<file path="config.mk">
export PLATFORM = sky130hd
export DESIGN_NAME = flash_status_protect
export DESIGN_NICKNAME = d
export VERILOG_FILES = /design/src/hdl/flash_protect_pkg.sv /design/src/hdl/protect_range_decode.sv /design/src/hdl/flash_status_protect.sv
export SDC_FILE = /design/constraint.sdc
export NUM_CORES = 1
export LEC_CHECK = 0
export BUFFER_PORTS_ARGS = -buffer_cell sky130_fd_sc_hd__clkbuf_2
export CORE_MARGIN = 3
export CORE_UTILIZATION = 54
export CTS_CLUSTER_DIAMETER = 40
export DETAILED_ROUTE_END_ITERATION = 12
export PLACE_DENSITY = 0.74
export SYNTH_ARGS = -nofsm -noshare
export SYNTH_HDL_FRONTEND = slang
export SYNTH_SLANG_ARGS = --single-unit
</file>
<file path="constraint.sdc">
create_clock -name i_clk_sys -period 7.9 [get_ports i_clk_sys]
set_clock_uncertainty 0.1 [all_clocks]
set_input_delay 0.79 -clock i_clk_sys [delete_from_list [all_inputs] [get_ports i_clk_sys]]
set_output_delay 0.79 -clock i_clk_sys [all_outputs]
set_load 0.005 [all_outputs]
</file>
<file path="src/hdl/flash_protect_pkg.sv">
// Package for the flash status word and block-protect logic.
// Shared by the status core and its protect-range decoder.
package flash_protect_pkg;
	localparam int STAT_W = 8;
	localparam int BIT_SWD = 7;
	localparam int BIT_QE = 6;
	localparam int BIT_CODE_HI = 5;
	localparam int BIT_CODE_LO = 2;
	localparam int BIT_WEL = 1;
	localparam int BIT_BUSY = 0;
	localparam logic [7:0] STATUS_RESET = 8'h00;
	localparam logic [7:0] NV_RESET = 8'h00;
	localparam int ADDR_W = 24;
	localparam int SECTOR_SHIFT = 12;
	localparam int BLOCK_SHIFT = 16;
	localparam logic [23:0] TOP_ADDR_LARGE = 24'h07ffff;
	localparam logic [23:0] TOP_ADDR_SMALL = 24'h03ffff;
	localparam int BLOCKS_LARGE = 8;
	localparam logic [7:0] OP_WRITE_STATUS = 8'h01;
	localparam logic [7:0] OP_PAGE_PROG = 8'h02;
	localparam logic [7:0] OP_READ_STATUS = 8'h05;
	localparam logic [7:0] OP_WRITE_DISABLE = 8'h04;
	localparam logic [7:0] OP_WRITE_ENABLE = 8'h06;
	localparam logic [7:0] OP_QUAD_PROG = 8'h32;
	localparam logic [7:0] OP_SECTOR_ERASE_A = 8'h20;
	localparam logic [7:0] OP_SECTOR_ERASE_B = 8'hd7;
	localparam logic [7:0] OP_BLOCK_ERASE = 8'hd8;
	localparam logic [7:0] OP_ERASE_ALL_A = 8'h60;
	localparam logic [7:0] OP_ERASE_ALL_B = 8'hc7;
	localparam logic [7:0] OP_CONFIG_WRITE = 8'h81;
	localparam int BYTE_BITS = 8;
	localparam int STATUS_WRITE_CYCLES = 16;

	typedef enum logic [2:0] {
		ST_OPCODE = 3'b000,
		ST_ADDR = 3'b001,
		ST_DATA = 3'b010,
		ST_READ = 3'b011,
		ST_IGNORE = 3'b100
	} frame_state_t;
endpackage

</file>
<file path="src/hdl/protect_range_decode.sv">
// Decodes a protect code and density into a protected block mask.
// Pure combinational; the caller checks a target block against it.
`timescale 1ns/100ps
module protect_range_decode
	import flash_protect_pkg::*;
(
	input wire logic [3:0] i_code, // Protect code bits 3..0
	input wire logic i_large, // High for the larger density
	output logic [7:0] o_mask // Protected block per bit
);
	logic [7:0] all_blocks;

	// Small part has blocks 0..3 only; upper bits never match a target
	assign all_blocks = i_large ? 8'hff : 8'h0f;

	always_comb begin
		unique case (i_code)
			4'h0, 4'hf: o_mask = 8'h00;
			4'h1: o_mask = 8'h80;
			4'h2: o_mask = 8'hc0;
			4'h3: o_mask = 8'hf0;
			4'hc: o_mask = 8'h0f;
			4'hd: o_mask = 8'h03;
			4'he: o_mask = 8'h01;
			4'h7, 4'h8: o_mask = all_blocks;
			default: o_mask = all_blocks;
		endcase
	end
endmodule

</file>
<file path="src/hdl/flash_status_protect.sv">
// Status word, write-enable latch and block protection of a serial flash.
// Serial pins come from another domain and are synchronised here; the
// array engine is external and reports completion on i_op_done.
`timescale 1ns/100ps
// Contract
// - Array splits into 4 KB sectors, sixteen per 64 KB block.
// - Status: bit7 write-disable, bit6 quad, 5-2 code, 1 latch, 0 busy.
// - Code, write-disable, quad bits nonvolatile, written only by status write.
// - Read-status returns the whole status word.
// - Busy flag read-only, high during program, erase or status write.
// - Latch low refuses every modifying operation.
// - Write-enable instruction sets the latch.
// - Write-disable instruction clears the latch.
// - Latch clears when a modifying operation finishes.
// - Program or erase into a protected region is refused.
// - Whole-array erase only when all code bits are zero.
// - Write-disable set and protect pin low blocks status writes.
// - Write-disable clear or protect pin high allows status writes.
// - Quad bit turns protect and hold pins into data lines.
// - Large part: codes 1,2,3 guard blocks 7, 6-7, 4-7; 0 and f none.
// - Large part: codes c,d,e guard blocks 0-3, 0-1, 0.
// - Large part: codes 7 and 8 guard all blocks.
// - Small part: codes 7 and 8 guard blocks 0 to 3.
// - Modifying frame not a multiple of eight clocks is ignored.
module flash_status_protect
	import flash_protect_pkg::*;
#(
	parameter bit LARGE_DENSITY = 1'b1
) (
	input wire logic i_clk_sys, // System clock, 250 MHz
	input wire logic i_rst_n, // Synchronous reset, active low
	input wire logic i_sck, // Serial clock pin
	input wire logic i_ce_n, // Chip enable pin, active low
	input wire logic i_si, // Serial data in
	input wire logic i_wp_n_io2, // Protect pin in, or data line two in
	input wire logic i_hold_n_io3, // Hold pin in, or data line three in
	input wire logic i_op_done, // Array engine finished current operation
	output logic o_so, // Serial data out
	output logic o_so_oe_n, // Serial out enable, low drives
	output logic o_io2_oe_n, // Data line two enable, low drives
	output logic o_io3_oe_n, // Data line three enable, low drives
	output logic o_quad_enable, // Quad mode selected
	output logic o_hold_n, // Hold request seen when not in quad
	output logic o_op_start, // Pulse: array operation accepted
	output logic [7:0] o_op_code, // Accepted operation code
	output logic [23:0] o_op_addr, // Accepted target address
	output logic [7:0] o_status // Current status word
);
	logic [1:0] sck_s, ce_s, si_s, wp_s, hold_s;
	logic sck_q, ce_q;
	logic [7:0] nv_q, nv_d;
	logic wel_q, wel_d, busy_q, busy_d;
	logic [7:0] shift_q;
	logic [2:0] bitcnt_q;
	logic [5:0] bytecnt_q;
	logic [7:0] opcode_q;
	logic [23:0] addr_q;
	logic [7:0] data_q;
	logic [7:0] so_shift_q;
	logic so_q, so_oe_n_q, start_q;
	logic [7:0] op_code_q;
	logic [23:0] op_addr_q;
	frame_state_t state_q, state_d;
	logic sck_rise, sck_fall, ce_fall, ce_rise;
	logic [7:0] byte_in, protect_mask, status_word;
	logic byte_done, wp_high, status_locked, whole, addr_needed;
	logic is_prog, is_erase, is_whole, is_wstat, modifying;
	logic [2:0] tgt_block;
	logic tgt_protected, tgt_in_range, frame_ok, accept;
	logic is_wstat_run_q;
	logic [4:0] wstat_cnt_q;
	// Shortest legal frames in bytes, opcode included
	localparam logic [5:0] WSTAT_BYTES = 6'h02;
	localparam logic [5:0] PROG_BYTES = 6'h05;
	localparam logic [5:0] ERASE_BYTES = 6'h04;

	function automatic logic needs_addr(input logic [7:0] op);
		needs_addr = op == OP_PAGE_PROG || op == OP_QUAD_PROG ||
			op == OP_SECTOR_ERASE_A || op == OP_SECTOR_ERASE_B ||
			op == OP_BLOCK_ERASE;
	endfunction

	// Pins are asynchronous; logic reads the second stage, plus a third stage of sck and ce for edges
	always_ff @(posedge i_clk_sys) begin
		if (!i_rst_n) begin
			sck_s <= 2'b00;
			ce_s <= 2'b11;
			si_s <= 2'b00;
			wp_s <= 2'b11;
			hold_s <= 2'b11;
			sck_q <= 1'b0;
			ce_q <= 1'b1;
		end else begin
			sck_s <= {sck_s[0], i_sck};
			ce_s <= {ce_s[0], i_ce_n};
			si_s <= {si_s[0], i_si};
			wp_s <= {wp_s[0], i_wp_n_io2};
			hold_s <= {hold_s[0], i_hold_n_io3};
			sck_q <= sck_s[1];
			ce_q <= ce_s[1];
		end
	end

	assign sck_rise = sck_s[1] && !sck_q && !ce_s[1];
	assign sck_fall = !sck_s[1] && sck_q && !ce_s[1];
	assign ce_fall = !ce_s[1] && ce_q;
	assign ce_rise = ce_s[1] && !ce_q;
	assign byte_in = {shift_q[6:0], si_s[1]};
	assign byte_done = sck_rise && bitcnt_q == 3'd7;

	// Quad mode repurposes the pins, so the protect level reads high
	assign wp_high = nv_q[BIT_QE] || wp_s[1];
	assign status_locked = nv_q[BIT_SWD] && !wp_high;
	assign whole = nv_q[BIT_CODE_HI:BIT_CODE_LO] == 4'h0;
	assign status_word = {nv_q[7:2], wel_q, busy_q};

	protect_range_decode u_decode (
		.i_code(nv_q[BIT_CODE_HI:BIT_CODE_LO]),
		.i_large(LARGE_DENSITY),
		.o_mask(protect_mask)
	);

	// Block is bits above the 64 KB boundary; sectors nest inside it
	assign tgt_block = addr_q[BLOCK_SHIFT +: 3];
	// Targets beyond the top address are refused like guarded ones
	assign tgt_in_range = addr_q <= (LARGE_DENSITY ? TOP_ADDR_LARGE :
		TOP_ADDR_SMALL);
	assign tgt_protected = protect_mask[tgt_block];

	assign is_prog = opcode_q == OP_PAGE_PROG || opcode_q == OP_QUAD_PROG;
	assign is_erase = opcode_q == OP_SECTOR_ERASE_A ||
		opcode_q == OP_SECTOR_ERASE_B || opcode_q == OP_BLOCK_ERASE;
	assign is_whole = opcode_q == OP_ERASE_ALL_A ||
		opcode_q == OP_ERASE_ALL_B;
	assign is_wstat = opcode_q == OP_WRITE_STATUS;
	assign modifying = is_prog || is_erase || is_whole || is_wstat ||
		opcode_q == OP_CONFIG_WRITE;
	assign addr_needed = needs_addr(opcode_q);

	// Frame must end on a byte boundary with enough bytes
	assign frame_ok = bitcnt_q == 3'd0 && state_q != ST_IGNORE &&
		(is_wstat ? bytecnt_q >= WSTAT_BYTES :
		addr_needed ? bytecnt_q >= (is_prog ? PROG_BYTES : ERASE_BYTES) :
		bytecnt_q >= 6'd1);

	always_comb begin
		accept = 1'b0;
		if (ce_rise && frame_ok && modifying && wel_q && !busy_q) begin
			if (is_wstat)
				accept = !status_locked;
			else if (is_whole)
				accept = whole;
			else if (is_prog || is_erase)
				accept = !tgt_protected && tgt_in_range;
		end
	end

	always_comb begin
		nv_d = nv_q;
		wel_d = wel_q;
		busy_d = busy_q;
		if (accept && is_wstat) begin
			// Only the nonvolatile field moves; latch and busy are live
			nv_d = {data_q[7:2], 2'b00};
		end
		if (accept)
			busy_d = 1'b1;
		if (busy_q && (i_op_done || is_wstat_run_q)) begin
			busy_d = 1'b0;
			wel_d = 1'b0;
		end
		// Refused while busy, so a set never meets the completion clear
		if (ce_rise && frame_ok && bytecnt_q == 6'd1 && !busy_q) begin
			if (opcode_q == OP_WRITE_ENABLE)
				wel_d = 1'b1;
			else if (opcode_q == OP_WRITE_DISABLE)
				wel_d = 1'b0;
		end
	end

	always_comb begin
		state_d = state_q;
		if (ce_fall)
			state_d = ST_OPCODE;
		else if (byte_done) begin
			unique case (state_q)
				ST_OPCODE: begin
					if (byte_in == OP_READ_STATUS)
						state_d = ST_READ;
					else if (needs_addr(byte_in))
						state_d = ST_ADDR;
					else
						state_d = ST_DATA;
				end
				ST_ADDR: if (bytecnt_q == 6'd3) state_d = ST_DATA;
				ST_DATA, ST_READ, ST_IGNORE: state_d = state_q;
				default: state_d = ST_IGNORE;
			endcase
		end
	end

	always_ff @(posedge i_clk_sys) begin
		if (!i_rst_n) begin
			state_q <= ST_IGNORE;
			shift_q <= 8'h00;
			bitcnt_q <= 3'd0;
			bytecnt_q <= 6'd0;
			opcode_q <= 8'h00;
			addr_q <= 24'h000000;
			data_q <= 8'h00;
		end else begin
			state_q <= state_d;
			if (ce_fall) begin
				bitcnt_q <= 3'd0;
				bytecnt_q <= 6'd0;
				opcode_q <= 8'h00;
			end else if (sck_rise) begin
				shift_q <= byte_in;
				bitcnt_q <= bitcnt_q + 3'd1;
				if (byte_done) begin
					if (bytecnt_q != 6'h3f)
						bytecnt_q <= bytecnt_q + 6'd1;
					if (bytecnt_q == 6'd0)
						opcode_q <= byte_in;
					else if (state_q == ST_ADDR)
						addr_q <= {addr_q[15:0], byte_in};
					else if (bytecnt_q == 6'd1)
						data_q <= byte_in;
				end
			end
		end
	end

	// Status write self-times; array operations wait on the engine
	always_ff @(posedge i_clk_sys) begin
		if (!i_rst_n) begin
			nv_q <= NV_RESET;
			wel_q <= STATUS_RESET[BIT_WEL];
			busy_q <= STATUS_RESET[BIT_BUSY];
			is_wstat_run_q <= 1'b0;
			wstat_cnt_q <= 5'd0;
			start_q <= 1'b0;
			op_code_q <= 8'h00;
			op_addr_q <= 24'h000000;
		end else begin
			nv_q <= nv_d;
			wel_q <= wel_d;
			busy_q <= busy_d;
			start_q <= accept && !is_wstat;
			if (accept) begin
				op_code_q <= opcode_q;
				op_addr_q <= addr_q;
			end
			if (accept && is_wstat) begin
				is_wstat_run_q <= 1'b0;
				wstat_cnt_q <= 5'(STATUS_WRITE_CYCLES);
			end else if (wstat_cnt_q != 5'd0) begin
				wstat_cnt_q <= wstat_cnt_q - 5'd1;
				is_wstat_run_q <= wstat_cnt_q == 5'd1;
			end else begin
				is_wstat_run_q <= 1'b0;
			end
		end
	end

	// Read-status streams repeatedly, MSB first, on falling clock
	always_ff @(posedge i_clk_sys) begin
		if (!i_rst_n) begin
			so_shift_q <= 8'h00;
			so_q <= 1'b0;
			so_oe_n_q <= 1'b1;
		end else if (ce_s[1]) begin
			so_oe_n_q <= 1'b1;
		end else if (sck_fall && state_q == ST_READ) begin
			if (bitcnt_q == 3'd0) begin
				so_q <= status_word[7];
				so_shift_q <= {status_word[6:0], 1'b0};
			end else begin
				so_q <= so_shift_q[7];
				so_shift_q <= {so_shift_q[6:0], 1'b0};
			end
			so_oe_n_q <= 1'b0;
		end
	end

	assign o_so = so_q;
	assign o_so_oe_n = so_oe_n_q;
	// Quad data phases are outside this block; lines stay released
	assign o_io2_oe_n = 1'b1;
	assign o_io3_oe_n = 1'b1;
	assign o_quad_enable = nv_q[BIT_QE];
	// Hold pauses nothing here; the pad side acts on o_hold_n
	assign o_hold_n = nv_q[BIT_QE] || hold_s[1];
	assign o_op_start = start_q;
	assign o_op_code = op_code_q;
	assign o_op_addr = op_addr_q;
	assign o_status = status_word;
endmodule

</file>
==> results of run 1 <==
how the worst max path moves through the flow:
stage | endpoint
floorplan | busy_q
global placement | o_op_start
detailed placement | o_op_start
CTS | o_op_start
global route | o_op_start
finish | o_op_start
cell usage in the layout, fill, tap and decap left out, drive strengths merged, types with 9 or more instances in the layout:
cell	Yosys	final
o21ai	14	14
clkbuf	24	70
ha	12	12
mux2i	91	91
dfxtp	125	125
nor2	33	33
and2	13	13
a21oi	10	10
nand2b	10	10
nor3	9	9
inv	12	14
nor2b	46	46
nand2	83	83
logic make-up (layout without fill, tap and decap cells):
family	Yosys count	in the layout	share of synthesized area
AND/OR/NAND/NOR	231	231	0.217
XOR/XNOR	11	11	0.0175
flip-flops	125	125	0.454
adder cells (fa/ha/maj)	12	12	0.0272
AO/OA/AOI/OAI	49	49	0.0703
multiplexers	91	91	0.165
other	1	2	0.000680
buffers and inverters	51	99	0.0485
through the flow:
stage / utilization / area [sq um] / total power (W)
2_1_floorplan: - / 5520 / 0.000734
3_3_place_gp: 0.583 / 5750 / 0.000746
3_5_place_dp: 0.583 / 5750 / 0.000750
4_1_cts: 0.642 / 6340 / 0.00151
5_1_grt: 0.642 / 6340 / 0.00156
6_report: 0.642 / 6340 / 0.00150
routing by layer:
metal | vias up | global-route usage | share of wire
li1 | 2000 | - | -
met1 | 1883 | 0.258 | 0.44
met2 | 80 | 0.348 | 0.50
met3 | 23 | 0.0548 | 0.039
met4 | 0 | 0.0667 | 0.017
met5 | - | 0 | 0
state kept, by name, summed over array words and instances (netlist names), 2 cells and up:
register	flops
wp_s	2
addr_q	24
so_shift_q	7
data_q	6
opcode_q	8
wstat_cnt_q	5
sck_s	2
ce_s	2
bitcnt_q	3
shift_q	7
state_q	3
nv_q	6
bytecnt_q	6
hold_s	2
si_s	2
o_op_code	8
o_op_addr	24
power by group through the flow:
stage | Combinational, W | Sequential, W | Clock (W)
after floorplan | 0.0000667 | 0.000667 | 0
after global placement | 0.0000758 | 0.000670 | 0
after detailed placement | 0.0000792 | 0.000671 | 0
after CTS | 0.0000808 | 0.000657 | 0.000774
after global routing | 0.0000909 | 0.000659 | 0.000806
final | 0.0000793 | 0.000657 | 0.000764
cell type report:
class                           instances  area (sq um)
Clock buffer                           19           422
Timing Repair Buffer                   55           285
Clock inverter                         13           166
Sequential cell                       125          2500
Multi-Input combinational cell        396          2750
Tap cell                              133           166
Inverter                               12          45.0
Fill cell                             810          3530
==> results.yml, run 1 <==
run_status:
  status: "complete, no violations"
route:
  drc: 0
  wl_um: 11100
  first_pass_iters: 5
  wl_per_cell_um: 14.8
  via_per_inst: 5.29
  vias: 3986
  ant_nets: 0
  drtIter0Drc: 204
cts:
  cts_htree_levels: 4
  root_buffer: "clkbuf_8"
  post_cts_buffers: 0
  clkSinkCount: 125
  clock_path_buffers: 2
  hold_buffers: 0
  cts_tree: "yes"
  cts.clk_slew.worst_paths_ns: 0.06
  clkLatencyLatePin_ns: 0.52
  cts_made_buffers: 17
  cts.repair.resized: 0
floorplanning:
  chipHeight_um: 107
  die_width_um: 107
  io-pin-count: 55
  dieArea_sq_um: 11500
  start_util: 0.559
  core.rowCount: 36
  core_area_sq_um: 9860
critical_path:
  crit_slowest_cell: "a2111oi_0"
  cp_cell_sequence: "or4_4 > nor4_1 > ha_1 > nor2_1 > nand2_1 > a2111oi_0 > a311oi_4 > buf_4 > and3_1"
  reg2reg_depth: 9
  crit_start: "opcode_q[6]"
  start_kind: "register"
  end_kind: "register"
  worst-path-buf-inv: 1
  cp.depth: 9
  worstReg2RegStart: "opcode_q[6]"
  slowest_delay_ns: 0.78
  worstPathArrival_ns: 3.95
  r2r_slack_ns: 4.27
  worstPathRequired_ns: 8.22
  worstPathMaxFanout: 23
  cpLargestDelayFamily: "simple AND/OR/NAND/NOR gates"
  crit_type: "register to register"
  r2r_end: "o_op_start"
job:
  drv_cap: 0
pwr:
  p_leak_nw: 2.36
  clockPowerShare: 0.509
  p_switching_w: 0.000338
  comb_power_share: 0.053
  p_sw_frac: 0.226
  irDropWorstVdd_v: 0.000135
  internal_power_w: 0.00116
  p_seq_frac: 0.438
  p_per_area_nw_per_um2: 237
timing:
  min_period_ns: 3.63
  max_slew_margin: 0.370
  max_freq_mhz: 276
  rsz0062_at_grt: "no"
  setup_tns_ns: 0
  final-setup-viol-count: 0
  whs_ns: 0.307
  hold_violations: 0
  drv_slew: 0
  fin_crit_sh: 0.459
  worst_pin_slew_ns: 0.943
  fin_ws_ns: 4.27
logic_synthesis:
  synthMostInstantiatedCell: "dfxtp_1"
  ys_types: 57
  synth_edf_count: 0
  syn_area_sq_um: 5520
  netlist_top_cells_count: "dfxtp_1, mux2i_1, nand2_1"
  syn_area_per_cell_sq_um: 9.66
  netlist.area_leader.share: 0.454
  syn-instance-count: 571
  ys_async_sr_fraction: 0
  synth_area_leaders: "dfxtp_1, mux2i_1, nand2_1"
  synth-seq-cells: 125
  yosysWarnings: 0
  ys.flop_type: "dfxtp_1"
  yosys.area.top_type: "dfxtp_1"
  ys_seq_area_frac: 0.454
hold_path:
  whs_path_depth: 1
  whs_endpoint: "wp_s[1]"
  hold_start: "wp_s[0]"
  hp-class: "register to register"
placement:
  finalWeightedCongestion: 0.825
  place_inst: 721
  io_buffers: 52
  dp_hpwl_um: 7540
  dpl_worst_slack_ns: 4.34
grt:
  antenna_found_initial: 0
  overflow: 0
  grt_max_degree: 82
  grt_pass1_vias: 3889
  grt_usage: 0.207
  grt_pass1_wl_um: 18900
finish:
  drive_above_1_share: 0.153
  fin_nets: 627
  antenna_cells: 0
  area_delta_synth_final_pct: 14.9
  fin_cells: 753
(Power assumes the default switching activity.)
==> run 2, diff against run 1 <==
==> constraint.sdc (replaced) <==
create_clock -name i_clk_sys -period 3.4 [get_ports i_clk_sys]
set_clock_uncertainty 0.1 [all_clocks]
set_input_delay 0.34 -clock i_clk_sys [delete_from_list [all_inputs] [get_ports i_clk_sys]]
set_output_delay 0.34 -clock i_clk_sys [all_outputs]
set_load 0.005 [all_outputs]
==> results.yml, run 2 (synthesized netlist as in run 1, its figures left out) <==
run_status:
  status: "complete, no violations"
timing:
  worst_pin_slew_ns: 0.807
  max_freq_mhz: 314
  whs_ns: 0.0835
  setup_tns_ns: 0
  final-setup-viol-count: 0
  rsz0062_at_grt: "no"
  fin_crit_sh: 0.936
  hold_violations: 0
  drv_slew: 0
  min_period_ns: 3.18
  max_slew_margin: 0.462
floorplanning:
  core.rowCount: 36
  core_area_sq_um: 9860
  die_width_um: 107
  dieArea_sq_um: 11500
  start_util: 0.559
  chipHeight_um: 107
  io-pin-count: 55
critical_path:
  slowest_delay_ns: 0.60
  end_kind: "register"
  worstPathMaxFanout: 24
  start_kind: "register"
  worstPathRequired_ns: 3.69
  crit_slowest_cell: "a2111oi_1"
  cp_cell_sequence: "or4_4 > nor4_1 > ha_1 > nor2_1 > nand2_1 > a2111oi_1 > a311oi_4 > buf_12 > mux2i_1"
  worstPathArrival_ns: 3.47
  crit_type: "register to register"
pwr:
  p_sw_frac: 0.236
  p_leak_nw: 2.40
  comb_power_share: 0.056
  p_switching_w: 0.000799
  p_per_area_nw_per_um2: 530
  clockPowerShare: 0.494
  p_seq_frac: 0.450
  irDropWorstVdd_v: 0.000376
  internal_power_w: 0.00259
route:
  wl_um: 11400
  wl_per_cell_um: 14.9
  via_per_inst: 5.30
  vias: 4039
  ant_nets: 0
  first_pass_iters: 5
  drtIter0Drc: 157
  drc: 0
placement:
  finalWeightedCongestion: 0.836
  io_buffers: 52
  dp_hpwl_um: 7670
grt:
  grt_usage: 0.212
  antenna_found_initial: 0
  grt_pass1_vias: 3973
  grt_pass1_wl_um: 19400
  overflow: 0
  grt_max_degree: 64
finish:
  num-fill-cells: 820
  drive_above_1_share: 0.161
  final_common_cell: "dfxtp_1"
  antenna_cells: 0
  mostFrequentLayoutCells: "dfxtp_1, mux2i_1, nand2_1, clkbuf_2, nor2b_1"
  area_delta_synth_final_pct: 16.1
  fin_nets: 636
cts:
  clkSinkCount: 125
  cts_made_buffers: 17
  cts_tree: "yes"
  post_cts_buffers: 0
  clkLatencyLatePin_ns: 0.52
  clock_path_buffers: 2
  cts_htree_levels: 4
  root_buffer: "clkbuf_8"
  cts.clk_slew.worst_paths_ns: 0.06
hold_path:
  hp-class: "input pin to register"
job:
  drv_cap: 0
-- run 2: what timing repair did --
item | in CTS | in global routing
endpoints found under the setup margin | 0 | 24
gates resized for setup | 0 | 1
hold buffers | 5 | 0
endpoints found under the hold margin | 5 | 0
-- run 2: power groups by stage --
stage	Combinational [W]	Sequential, W	Clock [W]
after global routing	0.000216	0.00153	0.00177
after global placement	0.000176	0.00156	0
final	0.000190	0.00153	0.00168
after CTS	0.000193	0.00153	0.00169
after detailed placement	0.000187	0.00156	0
after floorplan	0.000155	0.00155	0
-- run 2: path summary, 6_finish.rpt --
| path | startpoint | endpoint | slack [ns] | depth (start not counted) |
|---|---|---|---|---|
| setup reg to reg | opcode_q[6] | o_op_addr[17] | 0.22 | 9 |
| setup / recovery | opcode_q[6] | o_op_addr[17] | 0.22 | 9 |
| hold reg to reg | ce_s[0] | ce_s[1] | 0.31 | 1 |
| hold / removal | i_op_done | busy_q | 0.08 | 3 |
-- run 2: layout make-up --
cell class	count	area (sq um)	share of cell area
multi-input combinational	396	2750	0.430
clock buffer	19	442	0.0690
clock inverter	13	118	0.0184
sequential	125	2500	0.391
timing repair buffer	64	378	0.0590
tap	133	166	0.0260
inverter	12	45.0	0.00704
-- run 2: per-stage QoR --
step / instances / setup slack [ns] / instance area (sq um) / utilization / power, W
after floorplan: 572 / 0.393 / 5520 / - / 0.00171
after global placement: 725 / 0.153 / 5790 / 0.587 / 0.00173
after detailed placement: 725 / 0.0793 / 5790 / 0.587 / 0.00174
after CTS: 762 / 0.0568 / 6400 / 0.649 / 0.00341
after global routing: 762 / 0.0313 / 6400 / 0.649 / 0.00351
final: 762 / 0.218 / 6400 / 0.649 / 0.00339
-- run 2: metal layers --
layer	GRT usage	up-vias	wire (um)
li1	-	2028	-
met1	0.265	1932	5280
met2	0.350	62	5540
met3	0.0572	17	334
met4	0.0758	0	197
met5	0	-	0
-- run 2: worst max-delay path: cells and delay by family, from the launching register on --
family	cells	cell delay [ns]
mux	1	0.14
compound gates	2	0.93
buf+inv	1	0.27
flops	1	0.35
fa+ha+maj	1	0.28
simple gates	4	0.98
